**src/rtl/twsde_pkg.sv**
```systemverilog
package twsde_pkg;
	localparam int AW = 12;
	localparam int CW = 13;
	localparam logic [AW-1:0] TASK_STOP_OFF = 12'h014;
	localparam logic [AW-1:0] TASK_SUSPEND_OFF = 12'h01C;
	localparam logic [AW-1:0] TASK_RESUME_OFF = 12'h020;
	localparam logic [AW-1:0] TASK_ARM_RX_OFF = 12'h030;
	localparam logic [AW-1:0] TASK_ARM_TX_OFF = 12'h034;
	localparam logic [AW-1:0] EVT_STOPPED_OFF = 12'h104;
	localparam logic [AW-1:0] EVT_ERROR_OFF = 12'h124;
	localparam logic [AW-1:0] EVT_RX_BEGUN_OFF = 12'h14C;
	localparam logic [AW-1:0] EVT_TX_BEGUN_OFF = 12'h150;
	localparam logic [AW-1:0] EVT_WRITE_OFF = 12'h164;
	localparam logic [AW-1:0] EVT_READ_OFF = 12'h168;
	localparam logic [AW-1:0] SHORTCUT_OFF = 12'h200;
	localparam logic [AW-1:0] MATCH_OFF = 12'h4D4;
	localparam logic [AW-1:0] ENABLE_OFF = 12'h500;
	localparam logic [AW-1:0] RX_PTR_OFF = 12'h534;
	localparam logic [AW-1:0] RX_MAX_OFF = 12'h538;
	localparam logic [AW-1:0] RX_DONE_OFF = 12'h53C;
	localparam logic [AW-1:0] TX_PTR_OFF = 12'h544;
	localparam logic [AW-1:0] TX_MAX_OFF = 12'h548;
	localparam logic [AW-1:0] TX_DONE_OFF = 12'h54C;
	localparam logic [AW-1:0] SLV_ADDR0_OFF = 12'h588;
	localparam logic [AW-1:0] SLV_ADDR1_OFF = 12'h58C;
	localparam logic [AW-1:0] MATCH_CFG_OFF = 12'h594;
	localparam logic [AW-1:0] OVR_CHAR_OFF = 12'h5C0;
	// Event bit positions inside the sticky event vector
	localparam int EV_STOPPED = 0;
	localparam int EV_ERROR = 1;
	localparam int EV_RX_BEGUN = 2;
	localparam int EV_TX_BEGUN = 3;
	localparam int EV_WRITE = 4;
	localparam int EV_READ = 5;
	localparam int EV_N = 6;
	// Field positions
	localparam int ENABLE_BIT = 0;
	localparam int SHORT_READ_SUSPEND_BIT = 0;
	localparam int CFG_ADDR0_BIT = 0;
	localparam int CFG_ADDR1_BIT = 1;
	localparam logic RW_READ = 1'b1;
	localparam logic ACK_LVL = 1'b0;
	// Reset values
	localparam logic [31:0] PTR_RST = 32'h0000_0000;
	localparam logic [CW-1:0] CNT_RST = 13'h0000;
	localparam logic [6:0] SLV_ADDR_RST = 7'h00;
	localparam logic [1:0] MATCH_CFG_RST = 2'h1;
	localparam logic [7:0] OVR_CHAR_RST = 8'h00;
	typedef enum logic [3:0] {
		ST_IDLE = 4'h0,
		ST_ADDR = 4'h1,
		ST_AACK = 4'h2,
		ST_TXLD = 4'h3,
		ST_TX = 4'h4,
		ST_MACK = 4'h5,
		ST_RX = 4'h6,
		ST_RACK = 4'h7,
		ST_WAIT = 4'h8,
		ST_STOPPING = 4'h9
	} twsde_state_t;
endpackage

```
**src/rtl/twsde_core.sv**
```systemverilog
// Local design decisions: the address-and-strobe port and the register addresses.
`timescale 1ns/100ps
// Operation
// - Direction bit one means master reads, zero means master writes.
// - Address acknowledge drives data low to accept, leaves high to refuse.
// - Incoming address compared against up to two configured addresses.
// - Read command acknowledged only on match; read event at acknowledge.
// - Write command acknowledged only on match; write event at acknowledge.
// - Commands recognised after a start from any state once enabled.
// - Arm-transmit sets flag; read waits stretching clock until flag set.
// - Entering transmit raises transmit-begun event and clears the flag.
// - Arm-receive sets flag; write waits stretching clock until flag set.
// - Entering receive raises receive-begun event and clears the flag.
// - Repeated start during transmit or receive goes straight to address reception.
// - Bus stop ends transfer, raises stopped, clears flag, goes idle.
// - Transmit sends DMA-fetched bytes on master-supplied clock edges.
// - Beyond transmit maximum, over-read character is sent with error event.
// - Received bytes beyond maximum are dropped, refused, error raised.
// - Every received byte is acknowledged while buffer has room.
// - Pointer and maximum copied to working registers at begun event.
// - Bytes sent or received readable in done-count registers afterwards.
// - Stopped event waits for the last DMA access to finish.
// - Stop task ends transfer without bus stop, releases bus, goes idle.
// - Suspend holds clock low next chance; resume releases; read shortcut.
module twsde_core (
	input wire logic core_clk,
	input wire logic rstn,
	input wire logic [twsde_pkg::AW-1:0] reg_addr,
	input wire logic [31:0] reg_wdata,
	input wire logic reg_wr,
	input wire logic reg_rd,
	output logic [31:0] reg_rdata,
	input wire logic scl_i,
	output logic scl_o,
	output logic scl_oe,
	input wire logic sda_i,
	output logic sda_o,
	output logic sda_oe,
	output logic dma_req,
	output logic dma_we,
	output logic [31:0] dma_addr,
	output logic [7:0] dma_wdata,
	input wire logic [7:0] dma_rdata,
	input wire logic dma_ack
);
	twsde_pkg::twsde_state_t st_r;
	logic scl_m_r, scl_s_r, scl_p_r, sda_m_r, sda_s_r, sda_p_r;
	logic en_r, short_r, tx_prep_r, rx_prep_r, susp_r;
	logic [6:0] addr0_r, addr1_r;
	logic [1:0] cfg_r;
	logic [7:0] ovr_char_r, sh_r, dma_wdata_r;
	logic [31:0] tx_ptr_r, rx_ptr_r, wptr_r, rd_val, rdata_r;
	logic [twsde_pkg::CW-1:0] tx_max_r, rx_max_r, tx_done_r, rx_done_r;
	logic [twsde_pkg::CW-1:0] wmax_r, wcnt_r;
	logic [twsde_pkg::EV_N-1:0] evt_r, ev_pulse_r;
	logic match_r, mode_tx_r, ent_r, dma_req_r, dma_we_r, sda_oe_r, scl_oe_r;
	logic [3:0] bcnt_r;

	// Bus conditions seen on synchronised pins
	wire scl_rise = scl_s_r & ~scl_p_r;
	wire scl_fall = ~scl_s_r & scl_p_r;
	wire start_c = scl_s_r & scl_p_r & sda_p_r & ~sda_s_r;
	wire stop_c = scl_s_r & scl_p_r & ~sda_p_r & sda_s_r;

	// Task strobes
	wire wr1 = reg_wr & reg_wdata[0];
	wire t_stop = wr1 & (reg_addr == twsde_pkg::TASK_STOP_OFF);
	wire t_susp = wr1 & (reg_addr == twsde_pkg::TASK_SUSPEND_OFF);
	wire t_resume = wr1 & (reg_addr == twsde_pkg::TASK_RESUME_OFF);
	wire t_arm_rx = wr1 & (reg_addr == twsde_pkg::TASK_ARM_RX_OFF);
	wire t_arm_tx = wr1 & (reg_addr == twsde_pkg::TASK_ARM_TX_OFF);

	// Address match against both slots
	wire hit0 = cfg_r[twsde_pkg::CFG_ADDR0_BIT] & (sh_r[7:1] == addr0_r);
	wire hit1 = cfg_r[twsde_pkg::CFG_ADDR1_BIT] & (sh_r[7:1] == addr1_r);
	wire is_read = (sh_r[0] == twsde_pkg::RW_READ);
	wire room = (wcnt_r < wmax_r);
	wire tx_have = (tx_max_r != twsde_pkg::CNT_RST);
	wire busy_xfer = (st_r != twsde_pkg::ST_IDLE) &&
		(st_r != twsde_pkg::ST_ADDR) && ent_r;

	// Stretch only while low; transmit load holds until its bit is out
	wire st_aack = (st_r == twsde_pkg::ST_AACK);
	wire st_txld = (st_r == twsde_pkg::ST_TXLD);
	wire st_rack = (st_r == twsde_pkg::ST_RACK);
	wire hold_w = en_r & ((st_aack & (~ent_r | susp_r)) | st_txld |
		(st_rack & (dma_req_r | susp_r)));

	// Event clear: writing zero to an event register
	wire clr_w = reg_wr & ~reg_wdata[0];
	wire [twsde_pkg::EV_N-1:0] ev_clr = {twsde_pkg::EV_N{clr_w}} & {
		(reg_addr == twsde_pkg::EVT_READ_OFF),
		(reg_addr == twsde_pkg::EVT_WRITE_OFF),
		(reg_addr == twsde_pkg::EVT_TX_BEGUN_OFF),
		(reg_addr == twsde_pkg::EVT_RX_BEGUN_OFF),
		(reg_addr == twsde_pkg::EVT_ERROR_OFF),
		(reg_addr == twsde_pkg::EVT_STOPPED_OFF)};

	assign scl_o = 1'b0;
	assign sda_o = 1'b0;
	assign scl_oe = scl_oe_r;
	assign sda_oe = sda_oe_r;
	assign dma_req = dma_req_r;
	assign dma_we = dma_we_r;
	assign dma_addr = wptr_r;
	assign dma_wdata = dma_wdata_r;
	assign reg_rdata = rdata_r;

	// Pins cross into core_clk through two flops
	always_ff @(posedge core_clk or negedge rstn) begin
		if (!rstn) begin
			{scl_m_r, scl_s_r, scl_p_r} <= 3'h7;
			{sda_m_r, sda_s_r, sda_p_r} <= 3'h7;
		end else begin
			scl_m_r <= scl_i;
			scl_s_r <= scl_m_r;
			scl_p_r <= scl_s_r;
			sda_m_r <= sda_i;
			sda_s_r <= sda_m_r;
			sda_p_r <= sda_s_r;
		end
	end

	// Pull only once the line is seen low, so no short high pulse is cut
	always_ff @(posedge core_clk or negedge rstn) begin
		if (!rstn) begin
			scl_oe_r <= 1'b0;
		end else begin
			scl_oe_r <= hold_w & (scl_oe_r | ~scl_s_r);
		end
	end

	// Software registers; setup belongs to the disabled period
	always_ff @(posedge core_clk or negedge rstn) begin
		if (!rstn) begin
			en_r <= 1'b0;
			short_r <= 1'b0;
			{addr0_r, addr1_r} <= {2{twsde_pkg::SLV_ADDR_RST}};
			cfg_r <= twsde_pkg::MATCH_CFG_RST;
			ovr_char_r <= twsde_pkg::OVR_CHAR_RST;
			{tx_ptr_r, rx_ptr_r} <= {2{twsde_pkg::PTR_RST}};
			{tx_max_r, rx_max_r} <= {2{twsde_pkg::CNT_RST}};
		end else if (reg_wr) begin
			unique case (reg_addr)
				twsde_pkg::ENABLE_OFF: en_r <= reg_wdata[twsde_pkg::ENABLE_BIT];
				twsde_pkg::SHORTCUT_OFF:
					short_r <= reg_wdata[twsde_pkg::SHORT_READ_SUSPEND_BIT];
				twsde_pkg::SLV_ADDR0_OFF: addr0_r <= reg_wdata[6:0];
				twsde_pkg::SLV_ADDR1_OFF: addr1_r <= reg_wdata[6:0];
				twsde_pkg::MATCH_CFG_OFF: cfg_r <= reg_wdata[1:0];
				twsde_pkg::OVR_CHAR_OFF: ovr_char_r <= reg_wdata[7:0];
				twsde_pkg::TX_PTR_OFF: tx_ptr_r <= reg_wdata;
				twsde_pkg::RX_PTR_OFF: rx_ptr_r <= reg_wdata;
				twsde_pkg::TX_MAX_OFF: tx_max_r <= reg_wdata[twsde_pkg::CW-1:0];
				twsde_pkg::RX_MAX_OFF: rx_max_r <= reg_wdata[twsde_pkg::CW-1:0];
				default: ;
			endcase
		end
	end

	// Sticky events: a set in the clearing cycle wins
	always_ff @(posedge core_clk or negedge rstn) begin
		if (!rstn) begin
			evt_r <= '0;
		end else begin
			evt_r <= (evt_r & ~ev_clr) | ev_pulse_r;
		end
	end

	always_comb begin
		unique case (reg_addr)
			twsde_pkg::EVT_STOPPED_OFF: rd_val = {31'h0, evt_r[0]};
			twsde_pkg::EVT_ERROR_OFF: rd_val = {31'h0, evt_r[1]};
			twsde_pkg::EVT_RX_BEGUN_OFF: rd_val = {31'h0, evt_r[2]};
			twsde_pkg::EVT_TX_BEGUN_OFF: rd_val = {31'h0, evt_r[3]};
			twsde_pkg::EVT_WRITE_OFF: rd_val = {31'h0, evt_r[4]};
			twsde_pkg::EVT_READ_OFF: rd_val = {31'h0, evt_r[5]};
			twsde_pkg::SHORTCUT_OFF: rd_val = {31'h0, short_r};
			twsde_pkg::MATCH_OFF: rd_val = {31'h0, match_r};
			twsde_pkg::ENABLE_OFF: rd_val = {31'h0, en_r};
			twsde_pkg::RX_PTR_OFF: rd_val = rx_ptr_r;
			twsde_pkg::RX_MAX_OFF: rd_val = {19'h0, rx_max_r};
			twsde_pkg::RX_DONE_OFF: rd_val = {19'h0, rx_done_r};
			twsde_pkg::TX_PTR_OFF: rd_val = tx_ptr_r;
			twsde_pkg::TX_MAX_OFF: rd_val = {19'h0, tx_max_r};
			twsde_pkg::TX_DONE_OFF: rd_val = {19'h0, tx_done_r};
			twsde_pkg::SLV_ADDR0_OFF: rd_val = {25'h0, addr0_r};
			twsde_pkg::SLV_ADDR1_OFF: rd_val = {25'h0, addr1_r};
			twsde_pkg::MATCH_CFG_OFF: rd_val = {30'h0, cfg_r};
			twsde_pkg::OVR_CHAR_OFF: rd_val = {24'h0, ovr_char_r};
			default: rd_val = 32'h0000_0000;
		endcase
	end

	always_ff @(posedge core_clk or negedge rstn) begin
		if (!rstn) begin
			rdata_r <= 32'h0000_0000;
		end else begin
			rdata_r <= reg_rd ? rd_val : 32'h0000_0000;
		end
	end

	// Protocol engine, DMA and the flags it shares with software
	always_ff @(posedge core_clk or negedge rstn) begin
		if (!rstn) begin
			st_r <= twsde_pkg::ST_IDLE;
			{tx_prep_r, rx_prep_r} <= 2'h0;
			susp_r <= 1'b0;
			sh_r <= 8'h00;
			bcnt_r <= 4'h0;
			match_r <= 1'b0;
			mode_tx_r <= 1'b0;
			ent_r <= 1'b0;
			sda_oe_r <= 1'b0;
			wptr_r <= twsde_pkg::PTR_RST;
			{wmax_r, wcnt_r} <= {2{twsde_pkg::CNT_RST}};
			{tx_done_r, rx_done_r} <= {2{twsde_pkg::CNT_RST}};
			dma_req_r <= 1'b0;
			dma_we_r <= 1'b0;
			dma_wdata_r <= 8'h00;
			ev_pulse_r <= '0;
		end else begin
			ev_pulse_r <= '0;
			tx_prep_r <= tx_prep_r | t_arm_tx;
			rx_prep_r <= rx_prep_r | t_arm_rx;
			susp_r <= t_susp | (susp_r & ~t_resume);
			// A DMA access runs to its end even if the bus moves on
			if (dma_req_r && dma_ack) begin
				dma_req_r <= 1'b0;
				wptr_r <= wptr_r + 32'h0000_0001;
				wcnt_r <= wcnt_r + 13'h0001;
				if (!dma_we_r) begin
					sh_r <= dma_rdata;
				end
			end
			if (!en_r) begin
				st_r <= twsde_pkg::ST_IDLE;
				sda_oe_r <= 1'b0;
				ent_r <= 1'b0;
			end else if (t_stop) begin
				sda_oe_r <= 1'b0;
				st_r <= twsde_pkg::ST_STOPPING;
			end else if (start_c) begin
				if (busy_xfer) begin
					if (mode_tx_r) begin
						tx_done_r <= wcnt_r;
					end else begin
						rx_done_r <= wcnt_r;
					end
				end
				// Restart skips idle and goes straight to address reception
				ent_r <= 1'b0;
				sda_oe_r <= 1'b0;
				bcnt_r <= 4'h0;
				st_r <= twsde_pkg::ST_ADDR;
			end else if (stop_c) begin
				sda_oe_r <= 1'b0;
				st_r <= busy_xfer ? twsde_pkg::ST_STOPPING :
					twsde_pkg::ST_IDLE;
			end else begin
				unique case (st_r)
					twsde_pkg::ST_IDLE: ;
					twsde_pkg::ST_ADDR: begin
						if (scl_rise) begin
							sh_r <= {sh_r[6:0], sda_s_r};
							bcnt_r <= bcnt_r + 4'h1;
						end else if (scl_fall && bcnt_r == 4'h8) begin
							bcnt_r <= 4'h0;
							if (hit0 || hit1) begin
								st_r <= twsde_pkg::ST_AACK;
								sda_oe_r <= (twsde_pkg::ACK_LVL == 1'b0);
								match_r <= hit1 & ~hit0;
								mode_tx_r <= is_read;
								if (is_read) begin
									ev_pulse_r[twsde_pkg::EV_READ] <= 1'b1;
									if (short_r) begin
										susp_r <= 1'b1;
									end
								end else begin
									ev_pulse_r[twsde_pkg::EV_WRITE] <= 1'b1;
								end
							end else begin
								st_r <= twsde_pkg::ST_WAIT;
							end
						end
					end
					twsde_pkg::ST_AACK: begin
						if (!ent_r && (mode_tx_r ? tx_prep_r : rx_prep_r)) begin
							ent_r <= 1'b1;
							wcnt_r <= twsde_pkg::CNT_RST;
							if (mode_tx_r) begin
								tx_prep_r <= t_arm_tx;
								ev_pulse_r[twsde_pkg::EV_TX_BEGUN] <= 1'b1;
								wptr_r <= tx_ptr_r;
								wmax_r <= tx_max_r;
								if (tx_have) begin
									dma_req_r <= 1'b1;
									dma_we_r <= 1'b0;
								end else begin
									sh_r <= ovr_char_r;
									ev_pulse_r[twsde_pkg::EV_ERROR] <= 1'b1;
								end
							end else begin
								rx_prep_r <= t_arm_rx;
								ev_pulse_r[twsde_pkg::EV_RX_BEGUN] <= 1'b1;
								wptr_r <= rx_ptr_r;
								wmax_r <= rx_max_r;
							end
						end else if (scl_fall && ent_r) begin
							sda_oe_r <= 1'b0;
							bcnt_r <= 4'h0;
							st_r <= mode_tx_r ? twsde_pkg::ST_TXLD :
								twsde_pkg::ST_RX;
						end
					end
					twsde_pkg::ST_TXLD: begin
						if (!dma_req_r && !susp_r) begin
							sda_oe_r <= ~sh_r[7];
							bcnt_r <= 4'h0;
							st_r <= twsde_pkg::ST_TX;
						end
					end
					twsde_pkg::ST_TX: begin
						if (scl_fall) begin
							if (bcnt_r == 4'h7) begin
								sda_oe_r <= 1'b0;
								st_r <= twsde_pkg::ST_MACK;
							end else begin
								sh_r <= {sh_r[6:0], 1'b0};
								sda_oe_r <= ~sh_r[6];
								bcnt_r <= bcnt_r + 4'h1;
							end
						end
					end
					twsde_pkg::ST_MACK: begin
						if (scl_rise) begin
							if (sda_s_r != twsde_pkg::ACK_LVL) begin
								st_r <= twsde_pkg::ST_WAIT;
							end else if (room) begin
								dma_req_r <= 1'b1;
								dma_we_r <= 1'b0;
							end else begin
								sh_r <= ovr_char_r;
								ev_pulse_r[twsde_pkg::EV_ERROR] <= 1'b1;
							end
						end else if (scl_fall) begin
							st_r <= twsde_pkg::ST_TXLD;
						end
					end
					twsde_pkg::ST_RX: begin
						if (scl_rise) begin
							sh_r <= {sh_r[6:0], sda_s_r};
							bcnt_r <= bcnt_r + 4'h1;
						end else if (scl_fall && bcnt_r == 4'h8) begin
							bcnt_r <= 4'h0;
							st_r <= twsde_pkg::ST_RACK;
							if (room) begin
								sda_oe_r <= 1'b1;
								dma_req_r <= 1'b1;
								dma_we_r <= 1'b1;
								dma_wdata_r <= sh_r;
							end else begin
								sda_oe_r <= 1'b0;
								ev_pulse_r[twsde_pkg::EV_ERROR] <= 1'b1;
							end
						end
					end
					twsde_pkg::ST_RACK: begin
						if (scl_fall) begin
							sda_oe_r <= 1'b0;
							st_r <= twsde_pkg::ST_RX;
						end
					end
					twsde_pkg::ST_WAIT: ;
					twsde_pkg::ST_STOPPING: begin
						if (!dma_req_r) begin
							ev_pulse_r[twsde_pkg::EV_STOPPED] <= 1'b1;
							if (ent_r && mode_tx_r) begin
								tx_done_r <= wcnt_r;
								tx_prep_r <= t_arm_tx;
							end else if (ent_r) begin
								rx_done_r <= wcnt_r;
								rx_prep_r <= t_arm_rx;
							end
							ent_r <= 1'b0;
							st_r <= twsde_pkg::ST_IDLE;
						end
					end
					default: st_r <= twsde_pkg::ST_IDLE;
				endcase
			end
		end
	end
endmodule

```
**config.mk**
```make
export PLATFORM = sky130hd
export DESIGN_NAME = twsde_core
export DESIGN_NICKNAME = d
export VERILOG_FILES = /design/src/rtl/twsde_pkg.sv /design/src/rtl/twsde_core.sv
export SDC_FILE = /design/constraint.sdc
export NUM_CORES = 1
export LEC_CHECK = 0
export CORE_MARGIN = 1.5
export CORE_UTILIZATION = 54
export DETAILED_ROUTE_END_ITERATION = 12
export DONT_BUFFER_PORTS = 1
export MAX_ROUTING_LAYER = met4
export PLACE_DENSITY = 0.69
export SLEW_MARGIN = 30
export SYNTH_ARGS = -nofsm -noshare
export SYNTH_HDL_FRONTEND = slang
export SYNTH_SLANG_ARGS = --single-unit
```
**constraint.sdc**
```tcl
create_clock -name core_clk -period 5.86 [get_ports core_clk]
set_input_delay 0.879 -clock core_clk [delete_from_list [all_inputs] [get_ports core_clk]]
set_output_delay 0.879 -clock core_clk [all_outputs]
set_load 0.01 [all_outputs]
```
==> After elaboration in Yosys (flattened, before gate mapping) <==
Index checks and enable logic that the tools add are counted.
{ "word_totals": {"mem_bits_rw": 0, "regBits": 284, "memories": 0, "mem_bits_ro": 0, "out_inout_bits": 78, "latchBits": 0, "input_bits": 59} }
{ "op_classes": {"reduce_logical": 42, "magnitude_cmp": 1, "mul": 0, "muxes": 183, "n_addsub": 3, "shifts": 0, "div_mod_pow": 0, "n_eq_ne": 80, "n_bitwise": 48} }
{ "op_table": {"columns": ["cell", "count"], "rows": [
  ["one-hot mux 32 bit (19 select lines)", 1],
  ["2-to-1 mux 13 bit", 23],
  ["2-to-1 mux 32 bit", 9],
  ["equality test 12 x 11 -> 1 bit, second input constant", 12],
  ["2-to-1 mux 8 bit", 15],
  ["2-to-1 mux 4 bit", 29],
  ["2-to-1 mux 1 bit", 85],
  ["equality test 12 x 9 -> 1 bit, second input constant", 6],
  ["!= test 6 bit, second input constant", 10],
  ["equality test 12 x 6 -> 1 bit, second input constant", 3],
  ["one-hot mux 4 bit (9 select lines)", 1],
  ["adder 32 x 1 -> 32 bit, second input constant", 1],
  ["one-hot mux 8 bit (4 select lines)", 1],
  ["AND reduction 14 bit", 2],
  ["!= test 2 bit, second input constant", 13],
  ["equality test 12 x 5 -> 1 bit, second input constant", 2],
  ["2-to-1 mux 6 bit", 4],
  ["AND reduction 8 bit", 3],
  ["AND 1 bit", 22],
  ["equality test 4 x 3 -> 1 bit, second input constant", 5],
  ["AND reduction 2 bit", 10],
  ["one-hot mux 4 bit (4 select lines)", 1],
  ["equality test 7 bit", 2],
  ["!= test 7 bit, second input constant", 2],
  ["41 further kinds", 95]
]} }

==> Logic depth before layout (Yosys ltp) <==
{ "depth": {"word_depth": 15, "ltp_mapped": 9, "depth_no_buf": 9} }

==> Least setup slack after synthesis <==
Ideal clock, no wire load.
{ "synth_timing": {"path_kind": "input port to flip-flop", "from": "input reg_addr[2] in the netlist's numbering", "to": "register tx_done_r[10] in the netlist's numbering", "stages": 8, "slack_ns": 3.176, "arrival_ns": 2.559, "t_required_ns": 5.735, "path_buffers": 2, "setup_ns": 0.125, "cell_sequence": "nor4b_2 > nand3b_2 > nor2_1 > or4_1 > or2_1 > buf_6 > buf_12 > mux2_4"} }
{ "synth_between": {"elab_chain_cells": 4} }
{ "synth_lines": {"columns": ["element", "line", "text"], "rows": [
  ["from (decl)", "twsde_core.sv:28", "input wire logic [twsde_pkg::AW-1:0] reg_addr,"],
  ["equality test 12 x 5 -> 1 bit", "twsde_core.sv:67", "wire t_stop = wr1 & (reg_addr == twsde_pkg::TASK_STOP_OFF);"],
  ["AND 1 bit", "twsde_core.sv:67", null],
  ["inverter 1 bit (no source line)", null, null],
  ["AND reduction 8 bit (no source line)", null, null],
  ["to (signal assigned)", "twsde_core.sv:217", "{tx_done_r, rx_done_r} <= {2{twsde_pkg::CNT_RST}};"],
  ["to (signal assigned)", "twsde_core.sv:246", "tx_done_r <= wcnt_r;"],
  ["to (signal assigned)", "twsde_core.sv:379", "tx_done_r <= wcnt_r;"],
  ["to (decl)", "twsde_core.sv:53", "logic [twsde_pkg::CW-1:0] tx_max_r, rx_max_r, tx_done_r, rx_done_r;"]
]} }
Every way passes these cells.
A chain may end at the register's enable or synchronous reset.

==> Worst setup path in the final report <==
{ "layout_timing": {"from": "register wcnt_r[12] in the netlist's numbering", "to": "register dma_wdata_r[0], in the netlist dma_wdata[0]"} }
{ "layout_between": {"elab_chain_cells": 2} }
{ "layout_lines": {"columns": ["element", "line", "text"], "rows": [
  ["from (decl)", "twsde_core.sv:54", "logic [twsde_pkg::CW-1:0] wmax_r, wcnt_r;"],
  ["from (signal assigned)", "twsde_core.sv:216", "{wmax_r, wcnt_r} <= {2{twsde_pkg::CNT_RST}};"],
  ["from (signal assigned)", "twsde_core.sv:231", "wcnt_r <= wcnt_r + 13'h0001;"],
  ["from (signal assigned)", "twsde_core.sv:290", "wcnt_r <= twsde_pkg::CNT_RST;"],
  ["less-than comparator 13 bit", "twsde_core.sv:77", "wire room = (wcnt_r < wmax_r);"],
  ["AND reduction 8 bit (no source line)", null, null],
  ["to (signal assigned)", "twsde_core.sv:361", "dma_wdata_r <= sh_r;"],
  ["to (decl)", "twsde_core.sv:51", "logic [7:0] ovr_char_r, sh_r, dma_wdata_r;"]
]} }
Every way passes these cells.

==> results.py <==
metrics = {
    "route": {
        "drt-initial-drc-count": 922,
        "drc_errors": 0,
        "drtPass1Iterations": 6,
        "via_per_inst": 6.40,
        "wire_per_inst_um": 23.7,
        "ant_nets": 0,
        "vias": 10200,
        "wl_um": 37800,
    },
    "sta": {
        "fin_crit_ps": 3130,
        "rsz0062_at_grt": "false",
        "finalHoldViolCount": 0,
        "final.period_utilization": 0.533,
        "slew_headroom": 0.364,
        "setup_viol": 0,
        "finalMaxSlewViolations": 0,
        "max_freq_mhz": 320,
        "finalClockSkew_ps": 17.5,
        "setup-tns-final_ps": 0,
        "tightest_slew_ps": 954,
    },
    "cells_and_area": {
        "layout_common_cells": "dfrtp_1, mux2_2, nor2_1",
        "layout.cells.most_common": "dfrtp_1",
        "fin_nets": 1317,
        "final_util": 0.607,
        "antenna-diode-count": 0,
        "syn_to_final_growth_pct": 9.97,
        "drive_above_1_share": 0.196,
        "final_area_um2": 15400,
    },
    "clock_network": {
        "cts_resized": 0,
        "cts_hold_buf": 0,
        "cts_tree": "done",
        "post_cts_buffers": 0,
        "path_clk_slew_ps": 70,
        "htree_levels": 1,
        "root_buffer": "clkbuf_16",
        "clockBufferDepth": 3,
        "cts-buffers-inserted": 30,
        "clock-sinks": 284,
        "clkLatencyLatePin_ps": 570,
    },
    "synthesis": {
        "synth_warnings": 0,
        "synth_area_um2": 14000,
        "synth_compound_area_frac": 0.126,
        "synth_top_family_by_area": "multiplexers",
        "synth-edff-count": 0,
        "ys_ff_latch": 284,
        "synth_xor_area_frac": 0.0357,
        "synth_fa_ha_area_frac": 0.0143,
        "netlist_instances": 1262,
        "syn_area_per_cell_um2": 11.1,
        "ys_seq_area_frac": 0.509,
        "synth-simple-area-share": 0.136,
        "async_flop_share": 1.00,
        "synth_cell_types": 82,
        "synthFlopType": "dfrtp_1",
        "synth_mux_area_frac": 0.152,
    },
    "floorplanning": {
        "start_util": 0.552,
        "ios": 137,
        "fp.dieH_um": 164,
        "coreArea_um2": 25300,
        "row_count": 58,
        "die_w_um": 164,
        "die-area_um2": 26900,
    },
    "worst_setup_path": {
        "slowest_stage": "nor4_4",
        "critPathArrivalTime_ps": 3570,
        "critPathLaunchType": "register",
        "cp-end-kind": "register",
        "max_stage_delay_ps": 520,
        "critPathMaxFanout": 8,
        "r2r_cells": 8,
        "cp.required_ps": 6300,
        "crit_chain": "ha_1 > a21oi_1 > o21ai_0 > a2111oi_2 > nand3_1 > and2_4 > nor4_4 > mux2_2",
        "critical_path_class": "register to register",
    },
    "placement": {
        "placed_cell_area_um2": 14200,
        "dp_hpwl_um": 25400,
        "place_congestion": 0.948,
        "port_buffers": 0,
    },
    "global_routing": {
        "grt_usage": 0.293,
        "grt_max_degree": 285,
        "gr-total-overflow": 0,
        "first_global_vias": 9932,
        "antenna_found_initial": 0,
        "grt_pass1_wl_um": 58600,
    },
    "power_and_ir_drop": {
        "p_clk_frac": 0.505,
        "sw_frac_of_total": 0.207,
        "seq_power_share": 0.478,
        "power_frac_comb": 0.017,
        "internal-power_w": 0.00334,
        "ir_drop_uv": 221,
        "power.net_switching_w": 0.000872,
        "p_per_area_nw_per_um2": 274,
        "p_leak_nw": 7.08,
        "power_w": 0.00421,
    },
    "hold_path": {
        "hold_class": "input pin to asynchronous set/reset pin",
    },
    "status": {
        "status": "finished clean",
    },
    "flow_run": {
        "max_cap_violations": 0,
    },
}
## synthesized netlist by cell type (7+ instances only)
cell	instances	area, um^2
dfrtp_1	277	6930
mux2_2	141	1590
nor2_1	96	360
nand2_1	92	345
a21oi_1	53	265
o21ai_0	45	225
a22oi_1	42	315
mux2i_1	39	390
clkbuf_1	37	139
xor2_1	30	263
nand3_1	29	145
xnor2_1	27	236
and2_1	24	150
inv_1	24	90.1
nand4_1	22	138
a211oi_1	18	135
a31oi_1	18	113
ha_1	16	200
nor2b_1	15	93.8
nor3_1	15	75.1
a222oi_1	14	140
buf_1	13	48.8
and3_1	12	75.1
o22ai_1	12	75.1
nand2b_1	11	68.8
mux2_4	10	150
a221oi_1	9	78.8
buf_2	9	45.0
nor4_1	9	56.3
a21o_1	8	60.1
a22o_1	8	70.1
dfstp_2	7	184
or3_1	7	43.8
## routing by layer
| layer | track usage | up-vias | wire [um] |
|---|---|---|---|
| met1 | 0.396 | 5164 | 16500 |
| met3 | 0.0662 | 87 | 3070 |
| met4 | 0.0847 | 0 | 1100 |
| met5 | - | - | 0 |
| met2 | 0.443 | 383 | 17200 |
| li1 | - | 4578 | - |
## logic make-up (layout without fill, tap and decap cells)
logic type      Yosys count  count (layout)
compound gates          258             258
flops                   284             284
buf+inv                  90              93
mux                     190             190
other cells               1               2
xor+xnor                 57              57
simple gates            366             366
fa+ha+maj                16              16
## layout make-up
type                    count  area [um^2]
fillers                  2045         9950
flip-flops and latches    284         7120
multi-input cells         889         6510
clock buffers              43          900
well taps                 330          413
clock inverters            13          233
repair buffers             13          118
inverters                  24         90.1
## power groups by stage
stage / combinational [W] / clock, W / sequential [W]
final: 0.0000706 / 0.00213 / 0.00201
after global routing: 0.0000777 / 0.00224 / 0.00202
after CTS: 0.0000696 / 0.00216 / 0.00201
after detailed placement: 0.0000693 / 0 / 0.00205
after global placement: 0.0000676 / 0 / 0.00205
after floorplan: 0.0000589 / 0 / 0.00203
## worst paths after layout
path / startpoint / endpoint / slack, ps
worst max-delay path: wcnt_r[12]$_DFF_PN0_ / dma_wdata[0]$_DFFE_PN0P_ / 2730
worst min-delay path: rstn / scl_oe$_DFF_PN0_ / 20
worst max register to register: wcnt_r[12]$_DFF_PN0_ / dma_wdata[0]$_DFFE_PN0P_ / 2730
worst min register to register: sda_m_r$_DFF_PN1_ / sda_s_r$_DFF_PN1_ / 350
max in group asynchronous: rstn / rx_done_r[3]$_DFFE_PN0P_ / 5370
min in group core_clk: sda_i / sda_m_r$_DFF_PN1_ / 310
## stage by stage
step | worst slack (ps) | hold slack [ps] | cells
final | 2730 | 23.9 | 1596
after global routing | 2450 | 9.95 | 1596
after CTS | 2680 | 1.60 | 1596
after detailed placement | 2120 | 349 | 1540
after global placement | 2320 | 346 | 1539
after floorplan | 3180 | 345 | 1263
## critical path: cells and delay by family (launching register included)
kind / cells / cell delay, ps
compound gates: 3 / 730
flops: 1 / 420
fa+ha+maj: 1 / 320
simple gates: 3 / 1100
mux: 1 / 410
## registers in the layout, indices dropped and copies added, names as in the netlist, 7 cells and up
name,flops
reg_rdata,32
tx_ptr_r,32
addr1_r,7
ovr_char_r,8
sh_r,8
wcnt_r,13
rx_ptr_r,32
tx_done_r,13
addr0_r,7
dma_addr,32
dma_wdata,8
rx_done_r,13
wmax_r,13
tx_max_r,13
rx_max_r,13
Power figures use the tool's default switching activity.
